[src/rtl/host_port_regs.svh]
// Constants for the host port output steering block
`ifndef HOST_PORT_REGS_SVH
`define HOST_PORT_REGS_SVH
`define SEL_CONFIG      3'h0
`define SEL_CONFIG2     3'h1
`define SEL_ANALOG_GAIN 3'h2
`define SEL_ODD_OFFSET  3'h3
`define SEL_EVEN_OFFSET 3'h4
`define SEL_INPUT_OFF   3'h5
`define SEL_RESERVED    3'h6
`define SEL_BAYER       3'h7
`define REG_RESET_VALUE 8'h00
`define NUM_REGS        8
`endif

[src/rtl/host_port_pkg.sv]
// Types shared by the host port output steering block
package host_port_pkg;
  typedef enum logic [1:0] {
    MODE_IDLE,
    MODE_REG_READ,
    MODE_REG_WRITE,
    MODE_RESULT_OUT
  } bus_mode_type;
endpackage : host_port_pkg

[src/rtl/host_strobe_if.sv]
// Synchronised host strobes passed to the register file
`timescale 1ns/10ps
interface host_strobe_if;
  logic       writeStrobe;
  logic [2:0] regSel;
  logic [7:0] writeData;
  logic [2:0] readSel;
  logic [7:0] readData;
  modport steer (output writeStrobe, output regSel, output writeData, output readSel, input readData);
  modport regs  (input writeStrobe, input regSel, input writeData, input readSel, output readData);
endinterface : host_strobe_if

[src/rtl/host_port_output_steering.sv]
// Host port bus steering between register access and result output
`timescale 1ns/10ps
`include "host_port_regs.svh"
// Functional notes
// Selected, read low, write high: drive register contents on shared bus.
// Selected, write low, read high, output enable high: bus takes write data.
// Deselected with output enable low: drive conversion result, ignore strobes.
// Output enable high and no read: data outputs float.
// Host never asserts both strobes, nor enable low while selected without read.
// Chip select active low; strobes act only while it is low.
// Twelve-bit variant: 12-bit result, low eight bits shared with register bus.
// Ten-bit variant: result bit 0 on register bus bit 2; bits 0,1 register only.
// Host supplies per-pixel gain coefficient, 12 or 10 bits, MSB highest.
// Host supplies per-pixel 8-bit offset coefficient, bit 7 MSB.
// Timing logic drives line start at each scan line beginning.
// Timing logic supplies reset sample, level sample and conversion clocks.
// Register select picks the register a read or write reaches.
// Select codes: config, config2, gain, odd, even, input offset, reserved, Bayer.
// Write data and select captured on write strobe rising edge while selected.
module host_port_output_steering #(
  parameter int RESULT_W = 12
) (
  input  wire logic                clk,
  input  wire logic                resetn,
  input  wire logic                chip_sel_n,
  input  wire logic                rd_strobe_n,
  input  wire logic                wr_strobe_n,
  input  wire logic                out_en_n,
  input  wire logic [2:0]          reg_sel,
  input  wire logic [7:0]          hostRegBusIn,
  output      logic [7:0]          hostRegBusOut,
  output      logic [7:0]          hostRegBusOe,
  output      logic [3:0]          resultHighOut,
  output      logic [3:0]          resultHighOe,
  input  wire logic [RESULT_W-1:0] convResult,
  input  wire logic [RESULT_W-1:0] gainCoef,
  input  wire logic [7:0]          offsetCoef,
  input  wire logic                line_start,
  input  wire logic                reset_sample_pulse,
  input  wire logic                level_sample_pulse,
  input  wire logic                conv_clk,
  output      logic [2:0]          bayerCtrlOut
);
  import host_port_pkg::*;

  // ==========================================
  // Pin synchronisers
  logic [3:0]          ctlMeta_q;
  logic [3:0]          ctlSync_q;
  logic [2:0]          selMeta_q;
  logic [2:0]          selSync_q;
  logic [7:0]          datMeta_q;
  logic [7:0]          datSync_q;
  logic                wrPrev_q;
  logic [RESULT_W-1:0] resMeta_q;
  logic [RESULT_W-1:0] resSync_q;

  // Control pins; history seeds high so reset release is no write edge
  always_ff @(posedge clk or negedge resetn) begin
    if (!resetn) begin
      ctlMeta_q <= 4'hF;
      ctlSync_q <= 4'hF;
      wrPrev_q  <= 1'b1;
    end else begin
      ctlMeta_q <= {chip_sel_n, rd_strobe_n, wr_strobe_n, out_en_n};
      ctlSync_q <= ctlMeta_q;
      wrPrev_q  <= ctlSync_q[1];
    end
  end

  // Select and data; host keeps them steady well before the strobe rises
  always_ff @(posedge clk or negedge resetn) begin
    if (!resetn) begin
      selMeta_q <= 3'h0;
      selSync_q <= 3'h0;
      datMeta_q <= 8'h00;
      datSync_q <= 8'h00;
    end else begin
      selMeta_q <= reg_sel;
      selSync_q <= selMeta_q;
      datMeta_q <= hostRegBusIn;
      datSync_q <= datMeta_q;
    end
  end

  // Result word; a word changing mid-sample may show one mixed value
  always_ff @(posedge clk or negedge resetn) begin
    if (!resetn) begin
      resMeta_q <= '0;
      resSync_q <= '0;
    end else begin
      resMeta_q <= convResult;
      resSync_q <= resMeta_q;
    end
  end

  logic csN;
  logic rdN;
  logic wrN;
  logic oeN;
  assign csN = ctlSync_q[3];
  assign rdN = ctlSync_q[2];
  assign wrN = ctlSync_q[1];
  assign oeN = ctlSync_q[0];

  // ==========================================
  // Register file
  host_strobe_if strobes ();

  // Rising write edge after the synchroniser; a pulse under one clock may be lost
  logic wrRise;
  always_comb begin
    wrRise = wrN && !wrPrev_q;
  end

  // Strobes count only while selected
  assign strobes.writeStrobe = !csN && wrRise;
  assign strobes.regSel      = selSync_q;
  assign strobes.writeData   = datSync_q;
  assign strobes.readSel     = selSync_q;

  host_reg_file u_regs (
    .clk    (clk),
    .resetn (resetn),
    .bus    (strobes.regs)
  );

  // ==========================================
  // Mode decode
  function automatic bus_mode_type decodeMode(input logic cs, input logic rd, input logic wr, input logic oe);
    if (!cs && !rd && wr) begin
      decodeMode = MODE_REG_READ;
    end else if (!cs && rd && !wr && oe) begin
      decodeMode = MODE_REG_WRITE;
    end else if (cs && !oe) begin
      decodeMode = MODE_RESULT_OUT;
    end else begin
      decodeMode = MODE_IDLE;
    end
  endfunction : decodeMode

  bus_mode_type        mode;
  logic [7:0]          busOut_d;
  logic [7:0]          busOe_d;
  logic [3:0]          hiOut_d;
  logic [3:0]          hiOe_d;
  logic [7:0]          lowRes;

  // Ten-bit parts keep lanes 1:0 for register traffic only
  localparam logic [7:0] RES_LANES = (RESULT_W == 12) ? 8'hFF : 8'hFC;

  // Place the result bits that share the register bus lanes
  always_comb begin
    lowRes = 8'h00;
    if (RESULT_W == 12) begin
      lowRes = resSync_q[7:0];
    end else begin
      lowRes = {resSync_q[5:0], 2'b00};
    end
  end

  always_comb begin
    mode     = decodeMode(csN, rdN, wrN, oeN);
    busOut_d = 8'h00;
    busOe_d  = 8'h00;
    hiOut_d  = '0;
    hiOe_d   = '0;
    unique case (mode)
      MODE_REG_READ: begin
        busOut_d = strobes.readData;
        busOe_d  = 8'hFF;
      end
      MODE_RESULT_OUT: begin
        busOut_d = lowRes;
        busOe_d  = RES_LANES;
        hiOut_d  = resSync_q[RESULT_W-1 -: 4];
        hiOe_d   = '1;
      end
      MODE_REG_WRITE: begin
        busOe_d = 8'h00;
      end
      MODE_IDLE: begin
        busOe_d = 8'h00;
      end
    endcase
  end

  // ==========================================
  // Pixel-order control
  logic [2:0] bayerCtrl_d;

  // Only three low bits matter here; the full byte stays readable in the register file
  always_comb begin
    bayerCtrl_d = bayerCtrlOut;
    if (selSync_q == `SEL_BAYER && strobes.writeStrobe) begin
      bayerCtrl_d = datSync_q[2:0];
    end
  end

  always_ff @(posedge clk or negedge resetn) begin
    if (!resetn) begin
      bayerCtrlOut <= 3'h0;
    end else begin
      bayerCtrlOut <= bayerCtrl_d;
    end
  end

  // ==========================================
  // Output registers
  // Unused coefficient and timing pins stay unread; the datapath lives elsewhere
  always_ff @(posedge clk or negedge resetn) begin
    if (!resetn) begin
      hostRegBusOut <= 8'h00;
      hostRegBusOe  <= 8'h00;
      resultHighOut <= '0;
      resultHighOe  <= '0;
    end else begin
      hostRegBusOut <= busOut_d;
      hostRegBusOe  <= busOe_d;
      resultHighOut <= hiOut_d;
      resultHighOe  <= hiOe_d;
    end
  end
endmodule : host_port_output_steering

[src/rtl/host_reg_file.sv]
// Eight-entry register file written by the host port
`timescale 1ns/10ps
`include "host_port_regs.svh"
module host_reg_file (
  input wire logic clk,
  input wire logic resetn,
  host_strobe_if.regs bus
);
  import host_port_pkg::*;
  logic [7:0] regs_q [`NUM_REGS];
  logic [7:0] regs_d [`NUM_REGS];

  // ==========================================
  // Register update
  always_comb begin
    for (int i = 0; i < `NUM_REGS; i++) begin
      regs_d[i] = regs_q[i];
    end
    if (bus.writeStrobe) begin
      regs_d[bus.regSel] = bus.writeData;
    end
  end

  always_ff @(posedge clk or negedge resetn) begin
    if (!resetn) begin
      for (int i = 0; i < `NUM_REGS; i++) begin
        regs_q[i] <= `REG_RESET_VALUE;
      end
    end else begin
      for (int i = 0; i < `NUM_REGS; i++) begin
        regs_q[i] <= regs_d[i];
      end
    end
  end

  assign bus.readData = regs_q[bus.readSel];
endmodule : host_reg_file

[config.mk]
export PLATFORM = sky130hd
export DESIGN_NAME = host_port_output_steering
export DESIGN_NICKNAME = d
export VERILOG_FILES = /design/src/rtl/host_port_pkg.sv /design/src/rtl/host_strobe_if.sv /design/src/rtl/host_port_output_steering.sv /design/src/rtl/host_reg_file.sv
export VERILOG_INCLUDE_DIRS = /design/src /design/src/rtl
export SDC_FILE = /design/constraint.sdc
export NUM_CORES = 1
export LEC_CHECK = 0
export BUFFER_PORTS_ARGS = -buffer_cell sky130_fd_sc_hd__clkbuf_2
export CELL_PAD_IN_SITES_DETAIL_PLACEMENT = 1
export CELL_PAD_IN_SITES_GLOBAL_PLACEMENT = 1
export CORE_MARGIN = 3
export CORE_UTILIZATION = 40
export CTS_BUF_LIST = sky130_fd_sc_hd__clkbuf_4 sky130_fd_sc_hd__clkbuf_8
export CTS_CLUSTER_DIAMETER = 200
export CTS_CLUSTER_SIZE = 14
export DETAILED_ROUTE_END_ITERATION = 8
export GPL_ROUTABILITY_DRIVEN = 0
export PLACE_DENSITY = 0.72
export SLEW_MARGIN = 25
export SYNTH_ARGS = -nofsm -noshare
export SYNTH_HDL_FRONTEND = slang
export SYNTH_HIERARCHICAL = 1
export SYNTH_SLANG_ARGS = --single-unit
export TNS_END_PERCENT = 100
[constraint.sdc]
create_clock -name clk -period 1.7 [get_ports clk]
set_clock_uncertainty 0.1 [all_clocks]
set_input_delay 0.085 -clock clk [delete_from_list [all_inputs] [get_ports clk]]
set_output_delay 0.085 -clock clk [all_outputs]
set_load 0.02 [all_outputs]
### Yosys cells after proc, flatten, opt, wreduce, memory -nomap -nowiden

Index checks and enable logic that the tools add are counted.

| storage, ports and cells | value |
|---|---|
| output and inout bits | 27 |
| flip-flop bits (word level) | 146 |
| bits of input ports | 53 |
| bits in writable memories | 0 |
| latch bits | 0 |
| memories kept | 0 |
| bits in read-only memories | 0 |
| word-level logic and storage cells | 60 |

| cells by class | value |
|---|---|
| bitwise logic cells | 1 |
| shift operators | 0 |
| equality and inequality tests | 4 |
| divide/modulo/power cells | 0 |
| multiply operators | 0 |
| order comparisons | 2 |
| reduce and logical (&&, ||, !) cells | 18 |
| add/sub/neg operators | 0 |
| mux-type cells | 13 |

Operators by type and width:

| operator | count |
|---|---|
| bitwise mux 64 bit | 1 |
| one-hot mux 8 bit (2 select lines) | 2 |
| binary-select mux 8 bit (select 3 bit) | 1 |
| demux 8 bit (select 3 bit) | 1 |
| two-way mux 8 bit | 3 |
| logical AND 1 bit | 10 |
| two-way mux 4 bit | 2 |
| two-way mux 2 bit | 3 |
| logical NOT 1 bit | 5 |
| equality test 2 bit, second input constant | 2 |
| >= comparator 4 bit, second input constant | 1 |
| less-than comparator 4 x 1 -> 1 bit, second input constant | 1 |
| inverter 3 -> 4 bit | 1 |
| OR reduction 2 bit | 2 |
| equality test 3 bit, second input constant | 1 |
| equality test 2 x 1 -> 1 bit, second input constant | 1 |
| logical NOT 2 bit | 1 |

### Logic depth before layout (Yosys ltp)

Gate-level depths: netlist of run 1.

| logic depth | value |
|---|---|
| depth in word-level cells | 9 |
| gate-level depth with buffers | 5 |
| gate-level depth less buffers | 3 |

### By module

The synthesis of run 1 kept the hierarchy.

By module, submodules not included:

| module | seq. area each (um2) | times used | cells an instance | area an instance (um2) |
|---|---|---|---|---|
| host_reg_file | 1601.5 | 1 | 172 | 2992.9 |
| host_port_output_steering | 1813.0 | 1 | 103 | 2084.5 |

### Worst setup path before layout of run 1

Ideal clock, no wire load.

| timing | value |
|---|---|
| kind | flip-flop to flip-flop |
| from | register ctlSync_q[1] |
| to | register u_regs/regs_q[24] in the netlist's numbering |
| path slack | -226 ps |
| library setup time | 125 ps |
| data required time | 1475 ps |
| period minus slack after synthesis | 1926 ps |
| buffers on the path | 2 |
| data arrival time | 1701 ps |
| cell stages (with the launch flop) | 6 |
| path through | dfstp_2 nor3b_2 clkbuf_1 nor4bb_1 buf_2 mux2_2 |

| between the ends | value |
|---|---|
| longest elaborated chain between the ends | 2 |

RTL lines:

| element | RTL line | source |
|---|---|---|
| from (decl) | host_port_output_steering.sv:49 | `logic [3:0] ctlSync_q;` |
| from (signal assigned) | host_port_output_steering.sv:66 | `ctlSync_q <= ctlMeta_q;` |
| logical AND 1 bit | host_port_output_steering.sv:113 | `wrRise = wrN && !wrPrev_q;` |
| logical AND 1 bit | host_port_output_steering.sv:117 | `assign strobes.writeStrobe = !csN && wrRise;` |
| via strobes.writeStrobe | host_strobe_if.sv:4 | `logic writeStrobe;` |
| to (signal, indexed assignment) | host_reg_file.sv:27 | `` regs_q[i] <= `REG_RESET_VALUE; `` |
| to (signal, indexed assignment) | host_reg_file.sv:31 | `regs_q[i] <= regs_d[i];` |
| to (decl) | host_reg_file.sv:10 | `` logic [7:0] regs_q [`NUM_REGS]; `` |

The timed path passes the listed nets, and every way through them passes these cells.
A chain may end at the register's enable or synchronous reset.

### Worst setup path after layout of run 1

| timing | value |
|---|---|
| from | register ctlSync_q[1] |
| to | register u_regs/regs_q[63] in the netlist's numbering |

The elaborated chain is that of the path after synthesis.

==> results of run 1 <==
[placed cells by master, fill, tap and decap left out, drive strengths merged, types with 2 or more instances in the layout]
| cell | count |
|---|---|
| dfrtp | 127 |
| mux2 | 75 |
| clkbuf | 73 |
| buf | 31 |
| dlygate4sd3 | 29 |
| mux4 | 16 |
| dfstp | 9 |
| a22o | 8 |
| clkinv | 7 |
| and2 | 4 |
| inv | 3 |
| bufinv | 3 |
| nor4bb | 3 |
| nand4b | 3 |
| nor3b | 2 |
[registers in the layout, summed over array words and instances, names as in the netlist, 3 cells and up]
name	cells
selSync_q	3
selMeta_q	3
u_regs/regs_q	64
bayerCtrlOut	3
hostRegBusOut	8
resSync_q	12
datSync_q	8
resMeta_q	12
resultHighOut	4
ctlSync_q	4
ctlMeta_q	4
datMeta_q	8
[worst max-delay path by stage]
stage	startpoint	to	cells after the start
2_1_floorplan	ctlSync_q[1]	u_regs/regs_q[56]	4
3_3_place_gp	ctlSync_q[1]	u_regs/regs_q[62]	5
3_5_place_dp	ctlSync_q[1]	u_regs/regs_q[50]	5
4_1_cts	ctlSync_q[1]	u_regs/regs_q[25]	5
5_1_grt	ctlSync_q[1]	u_regs/regs_q[62]	5
6_report	ctlSync_q[1]	u_regs/regs_q[63]	5
[synthesized netlist by cell type (all sizes together)]
cell / instances / area share, %
nor3b: 2 / 0.49
nor4b: 1 / 0.47
and2b: 1 / 0.17
a22o: 8 / 1.4
buf: 21 / 3.0
mux4: 16 / 8.2
and2: 4 / 0.49
mux2: 75 / 17
dfstp: 9 / 4.7
clkbuf: 2 / 0.15
nand4b: 3 / 0.52
nand4: 1 / 0.12
nor4bb: 3 / 0.59
dfrtp: 127 / 63
or2: 1 / 0.12
and4: 1 / 0.22
[routing by layer]
| layer | up-vias | wire, um |
|---|---|---|
| met5 | - | 0 |
| li1 | 1207 | - |
| met2 | 89 | 6021 |
| met3 | 19 | 556 |
| met1 | 1517 | 4947 |
| met4 | 0 | 177 |
[what timing repair did]
item / CTS / global route
setup buffers: 0 / 2
endpoints found under the setup margin: 64 / 75
pin swaps: 1 / 1
cloned: 1 / 1
hold buffers: 29 / 0
endpoints found under the hold margin: 163 / 0
gates resized for setup: 30 / 8
[layout make-up]
cell class / instances / area share (%)
clock inverters: 14 / 2.619
multi-input cells: 116 / 24.85
clock buffers: 18 / 3.637
well taps: 168 / 3.166
flip-flops and latches: 136 / 51.44
repair buffers: 115 / 14.28
[where the power goes]
group	switching (mW)	internal, mW
clock network	1.29	1.48
registers	0.258	3.63
logic	0.387	0.683
total	1.93	5.79
[through the flow]
stage                     TNS [ns]  setup slack, ns  hold WS (ns)
after detailed placement    -6.534          -0.1813      -0.09449
after floorplan             -4.180          -0.1481       -0.3106
final                       -11.08          -0.2135        0.1764
after CTS                   -6.736          -0.1626        0.1311
after global placement      -5.561          -0.1456       -0.1007
after global routing        -14.70          -0.2489        0.1325
[logic make-up after synthesis]
kind of cell	Yosys count	synth area share [%]
buffers and inverters	23	3.105
AND/OR/NAND/NOR	17	3.204
multiplexers	91	25.06
AO/OA/AOI/OAI	8	1.380
flip-flops	136	67.25
[worst register-to-register path, delay by kind of cell (launching register included)]
| family | cells | cell delay, ns |
|---|---|---|
| flip-flops | 1 | 0.54 |
| multiplexers | 1 | 0.31 |
| buffers and inverters | 2 | 0.36 |
| AND/OR/NAND/NOR | 2 | 0.49 |
==> impl_metrics.ini, run 1 <==
[placement]
io_buffers = 55
dpl-instance-area_sq_um = 5778
dp.cells = 502
hpwl_um = 6801

[setup_path]
worstSetupPathType = reg -> reg
r2r_slack_ns = -0.21
critPathSlowestCell = dfstp_2
required_ns = 1.92
crit_chain = nor3b_4 -> buf_6 -> nor4b_4 -> buf_6 -> mux2_4
r2r-start = ctlSync_q[1]
cp.arrival_ns = 2.13
critical_path.most_common_cell = buf_6
critPathCaptureType = register
reg2regPathDepth = 5
worstSetupStartpointType = register
r2r_end = u_regs/regs_q[63]
critPathMaxFanout = 5
path_buf_inv = 2
max_stage_delay_ns = 0.54
cp_top_family = flip-flops

[detailed_routing]
wl_per_cell_um = 20.64
vias = 2832
dr.pass1.iters = 4
dr.first_iter.drc_count = 204
remaining_drc_errors = 0
ant_nets = 0
viasPerCell = 4.995
wirelength_um = 11700

[timing]
finalHoldViolations = 0
fin_crit_ns = 1.913
drv_slew = 0
max_freq_mhz = 522.6
fin_ws_ns = -0.2135
setup_viol = 75
period_share_pct = 112.6
slew_headroom_pct = 66.31
grt_setup_unrepaired = yes
tightest_slew_ns = 0.5053

[synth]
syn_inst = 275
syn_nets = 328
seq_area_frac_synth_pct = 67.25
synth_warnings = 6
syn-cell-area_sq_um = 5077
synth.distinct_cells = 22
syn_avg_cell_area_sq_um = 18.46
ys_ff_latch = 136

[global_routing]
grt_pass1_vias = 3209
use_met1_pct = 21.63
grt_antenna_before_repair = 0
grt_overflow = 0
grt_pass1_wl_um = 18080
busiest_layer = met2
met2_usage_pct = 27.42
grt_max_degree = 50
track_usage_pct = 17.14
use_met3_pct = 5.550

[min_path]
holdPathStages = 2
worstHoldEndpoint = ctlMeta_q[2]
hold_path_startpoint = rd_strobe_n
hold_path.class = in -> reg

[power]
p_leak_nw = 3.109
pwr_density_cell_nw_per_um2 = 1163
total_power_mw = 7.726
peakVddDrop_mv = 0.5498

[die]
rows = 40
initial_core_util_pct = 41.58
die_h_um = 118.7
pin_count = 80
core_sq_um = 12210
die_w_um = 118.7
die-area_sq_um = 14080

[cts]
cts.clk_slew.worst_paths_ns = 0.08
root_buffer = clkbuf_8
clockBufferDepth = 2
cts_tree = done
clock-sinks = 136
cts-buffers-inserted = 17
clock_latency_ns = 0.44
h-tree-depth = 4

[layout]
fin_nets = 439
stdcell_area_sq_um = 6640
drive_gt1_share_pct = 57.14
n_antenna_cell = 0
seq_area_sq_um = 3416
final_cells = 567
synthToLayoutAreaGrowth_pct = 30.78
multi_input_area_sq_um = 1650
postLayoutCoreUtil_pct = 54.37
fillCellCount = 1152

[outcome]
status = finished, violations left
violations = setup timing

[job]
maxCapViolations = 0
(Power assumes the default switching activity.)
==> inputs of run 2 (changes only) <==
CORE_UTILIZATION = 25   (was 40)
PLACE_DENSITY = 0.5   (was 0.72)
==> run 2 against run 1 <==
Effect of this change:
- the run still ends with setup timing left
- non-clock buffer count up 7
- register-to-register slack better by 0.04 ns
- wire length down 3.8%
- core utilization down 20 points
- sequential share of layout area down 1.1 points
- global-route usage down 6.3 points
- hold slack worse by 0.095 ns
- critical path type unchanged
==> impl_metrics.ini, run 2 (same netlist as run 1, synthesis figures left out) <==
[global_routing]
grt_pass1_wl_um = 17920
grt_overflow = 0
grt_max_degree = 46
track_usage_pct = 10.83
grt_antenna_before_repair = 0
grt_pass1_vias = 3125

[die]
die_h_um = 148.5
die_w_um = 148.5
initial_core_util_pct = 25.75
rows = 51
die-area_sq_um = 22060
pin_count = 80
core_sq_um = 19720

[detailed_routing]
ant_nets = 0
dr.pass1.iters = 4
wirelength_um = 11250
remaining_drc_errors = 0
dr.first_iter.drc_count = 120
wl_per_cell_um = 16.77
vias = 2733
viasPerCell = 4.073

[layout]
reg_top3 = u_regs/regs_q (64), resMeta_q (12), resSync_q (12)
largest-register = u_regs/regs_q
final_common_cell = dfrtp_1
synthToLayoutAreaGrowth_pct = 33.69
largest_register_ffs = 64
fillCellCount = 2009
final_cell_mix = dfrtp_1, clkbuf_2, mux2_4
fin_nets = 446
n_antenna_cell = 0
drive_gt1_share_pct = 57.88

[timing]
fin_crit_ns = 1.876
setup_viol = 67
drv_slew = 0
period_share_pct = 110.4
slew_headroom_pct = 66.14
hold_slack_ns = 0.08174
fin_ws_ns = -0.1763
tightest_slew_ns = 0.5063
max_freq_mhz = 533.0
grt_setup_unrepaired = yes
finalHoldViolations = 0

[placement]
io_buffers = 55
hpwl_um = 7060

[cts]
clockBufferDepth = 2
root_buffer = clkbuf_8
clock_latency_ns = 0.45
cts.clk_slew.worst_paths_ns = 0.08
h-tree-depth = 4
cts-buffers-inserted = 17
cts_tree = done
clock-sinks = 136

[outcome]
violations = setup timing
status = finished, violations left

[setup_path]
cp.arrival_ns = 2.12
crit_chain = clkbuf_16 -> mux4_2 -> mux2_4 -> a22o_1
critPathMaxFanout = 5
critPathSlowestCell = dfrtp_2
required_ns = 1.94
worstSetupStartpointType = register
critPathCaptureType = register
worstSetupPathType = reg -> reg
path_buf_inv = 1
cp_top_family = multiplexers
max_stage_delay_ns = 0.49

[power]
peakVddDrop_mv = 0.3947
pwr_density_cell_nw_per_um2 = 1093
p_leak_nw = 3.113
total_power_mw = 7.418

[min_path]
hold_path.class = in -> async

[job]
maxCapViolations = 0
-- run 2: changes by cell type in the layout (fill, tap and decap cells not counted), sizes merged --
cell,change
bufinv,-2
buf,+6
clkinv,-3
clkbuf,+1
clkinvlp,+5
-- run 2: worst paths after layout --
path / from / to / slack (ns) / cells after the start
setup / recovery: selSync_q[0] / hostRegBusOut[0] / -0.18 / 4
hold / removal: resetn / resSync_q[11] / 0.08 / 3
setup reg to reg: selSync_q[0] / hostRegBusOut[0] / -0.18 / 4
hold reg to reg: datMeta_q[6] / datSync_q[6] / 0.25 / 0
max in group asynchronous: resetn / resMeta_q[5] / 0.49 / 3
min in group clk: out_en_n / ctlMeta_q[0] / 0.17 / 2
-- run 2: cell type report --
cell class              count  area (sq um)  share of cell area, %
clock buffers              18         241.5                  3.558
clock inverters            14         125.1                  1.843
well taps                 265         331.6                  4.885
multi-input cells         116          1650                  24.31
flip-flops and latches    136          3416                  50.32
repair buffers            122          1023                  15.08
-- run 2: layer usage --
layer  vias up  track usage (%)  wire length, um
met5         -                0                0
met4         0            3.741              157
met3        10            3.534              443
met2        56            16.53             5306
met1      1444            14.55             5345
li1       1223                -                -
-- run 2: worst reg2reg max path: cells and delay by family, from the launching register on --
family / cells / cell delay (ns)
multiplexers: 2 / 0.79
flip-flops: 1 / 0.49
buffers and inverters: 1 / 0.20
AO/OA/AOI/OAI: 1 / 0.19
-- run 2: timing repair --
action	in CTS	in global routing
pin swaps	0	3
cloned	0	3
setup endpoints to repair	67	75
endpoints found under the hold margin	154	0
hold buffers	30	0
gates resized for setup	25	9
setup buffers	1	0
-- run 2: where the power goes --
part           leakage (nW)  total, mW  switching (mW)  internal [mW]
Sequential             1.67       3.86           0.230           3.63
Combinational          1.27       1.07           0.373          0.693
Clock                 0.171       2.49            1.32           1.17
-- run 2: per-stage QoR --
stage	instances	utilization, %	setup WS [ns]	instance area, sq um	setup TNS (ns)
after global routing	671	34.42	-0.2376	6788	-12.80
after CTS	668	33.98	-0.1770	6700	-7.816
after detailed placement	605	30.15	-0.2466	5944	-8.367
after floorplan	275	-	-0.1481	5169	-4.180
after global placement	605	30.15	-0.2463	5944	-6.609
final	671	34.42	-0.1763	6788	-8.461
==> inputs of run 3 (changes only) <==
--- a/config.mk
+++ b/config.mk
@@ -17,5 +17,7 @@
 export DETAILED_ROUTE_END_ITERATION = 8
 export GPL_ROUTABILITY_DRIVEN = 0
+export GPL_TIMING_DRIVEN = 0
 export PLACE_DENSITY = 0.5
+export REMOVE_ABC_BUFFERS = 1
 export SLEW_MARGIN = 25
 export SYNTH_ARGS = -nofsm -noshare
==> constraint.sdc (replaced) <==
create_clock -name clk -period 1.7 [get_ports clk]
set_clock_uncertainty 0.1 [all_clocks]
set_input_delay 0 -clock clk [delete_from_list [all_inputs] [get_ports clk]]
set_output_delay 0 -clock clk [all_outputs]
set_load 0.02 [all_outputs]
==> run 3 against run 2 <==
Effect of this change:
- the flow still finishes with violations (setup timing)
- power down 1.4%
- sequential cell count unchanged
- critical path depth up 1
- register-to-register slack worse by 0.03 ns
- first-iteration DRC count up 59%
- sequential share of layout area up 1.0 points
- design area down 1.7%
- hold slack worse by 0.040 ns
- clock power down 4%
- count of clock-buffer cells in the layout up 10
- critical path type unchanged
- largest cell class unchanged
==> impl_metrics.ini, run 3 (same netlist as run 1, synthesis figures left out) <==
[cts]
clockBufferDepth = 2
h-tree-depth = 4
clock_latency_ns = 0.44
cts.clk_slew.worst_paths_ns = 0.07
cts_tree = done
cts-buffers-inserted = 17
root_buffer = clkbuf_8
clock-sinks = 136

[setup_path]
critPathMaxFanout = 6
worstSetupPathType = reg -> reg
required_ns = 1.92
worstSetupStartpointType = register
r2r_slack_ns = -0.20
cp.arrival_ns = 2.12
critPathCaptureType = register

[timing]
period_share_pct = 111.9
fin_crit_ns = 1.903
slew_headroom_pct = 58.63
tightest_slew_ns = 0.6205
hold_slack_ns = 0.04128
finalHoldViolations = 0
drv_slew = 0
max_freq_mhz = 525.6
setup_tns_ns = -10.13
grt_setup_unrepaired = yes
fin_ws_ns = -0.2027
setup_viol = 75

[placement]
dpl-instance-area_sq_um = 5644
hpwl_um = 6015
pre_cts_slack_ns = -0.8524
io_buffers = 55
dp.cells = 576

[die]
core_sq_um = 19720
rows = 51
pin_count = 80
die-area_sq_um = 22060
die_h_um = 148.5
die_w_um = 148.5
initial_core_util_pct = 25.75

[layout]
postLayoutCoreUtil_pct = 33.85
final_common_cell = dfrtp_1
largest_register_ffs = 64
synthToLayoutAreaGrowth_pct = 31.47
stdcell_area_sq_um = 6675
largest-register = u_regs/regs_q
fin_nets = 434
final_cell_mix = dfrtp_1, clkbuf_2, mux2_4
drive_gt1_share_pct = 57.36
n_antenna_cell = 0
final_cells = 659
reg_top3 = u_regs/regs_q (64), resMeta_q (12), resSync_q (12)

[global_routing]
grt_max_degree = 77
grt_antenna_before_repair = 0
grt_pass1_wl_um = 17620
grt_pass1_vias = 3001
track_usage_pct = 10.80
grt_overflow = 0

[outcome]
violations = setup timing
status = finished, violations left

[detailed_routing]
remaining_drc_errors = 0
ant_nets = 0
wl_met3_um = 484
dr.pass1.iters = 4
top_layer = met4
vias = 2742
met2WireLength_um = 4929
wl_per_cell_um = 16.63
wirelength_um = 10960
dr.first_iter.drc_count = 191
drt-met1-wl_um = 5406
viasPerCell = 4.161

[job]
maxCapViolations = 0

[power]
pwr_density_cell_nw_per_um2 = 1096
peakVddDrop_mv = 0.3983
p_leak_nw = 3.074
total_power_mw = 7.314

[min_path]
hold_path.class = in -> async
==> run 3: worst max-delay path, cell delays in order (launching register included) <==
cell,delay (ns)
dfstp_2,0.54
nor3b_4,0.18
buf_6,0.15
nor4bb_4,0.31
buf_6,0.19
mux2_4,0.30
==> run 3: repair_timing <==
action | 4_1_cts | 5_1_grt
hold buffers | 28 | 0
cloned | 1 | 0
pin swaps | 6 | 1
endpoints found under the setup margin | 75 | 75
buffers inserted | 21 | 1
resized for setup | 74 | 4
hold endpoints to repair | 158 | 0
==> run 3: path summary, 6_finish.rpt <==
path / endpoint / start / depth (start not counted)
max in group asynchronous: ctlSync_q[2] / resetn / 3
worst min-delay path: selMeta_q[0] / resetn / 2
min in group clk: datMeta_q[4] / hostRegBusIn[4] / 2
worst max register to register: u_regs/regs_q[42] / ctlSync_q[1] / 5
worst max-delay path: u_regs/regs_q[42] / ctlSync_q[1] / 5
worst min register to register: resSync_q[10] / resMeta_q[10] / 0
==> run 3: per-layer routing <==
layer,global-route usage [%],vias to the layer above
met2,15.25,66
met1,15.20,1469
met3,3.931,9
met5,0,-
met4,3.972,0
li1,-,1198
==> run 3: area by class of cell <==
class	instances	area, sq um
fill	2024	13040
timing repair buffer	110	895.9
clock inverter	4	22.52
sequential	136	3426
multi-input combinational	116	1658
tap	265	331.6
clock buffer	28	341.6
==> run 3: power breakdown <==
part           switching (mW)  internal, mW
sequential              0.252          3.64
clock                    1.13          1.27
combinational           0.347         0.674
total                    1.73          5.58
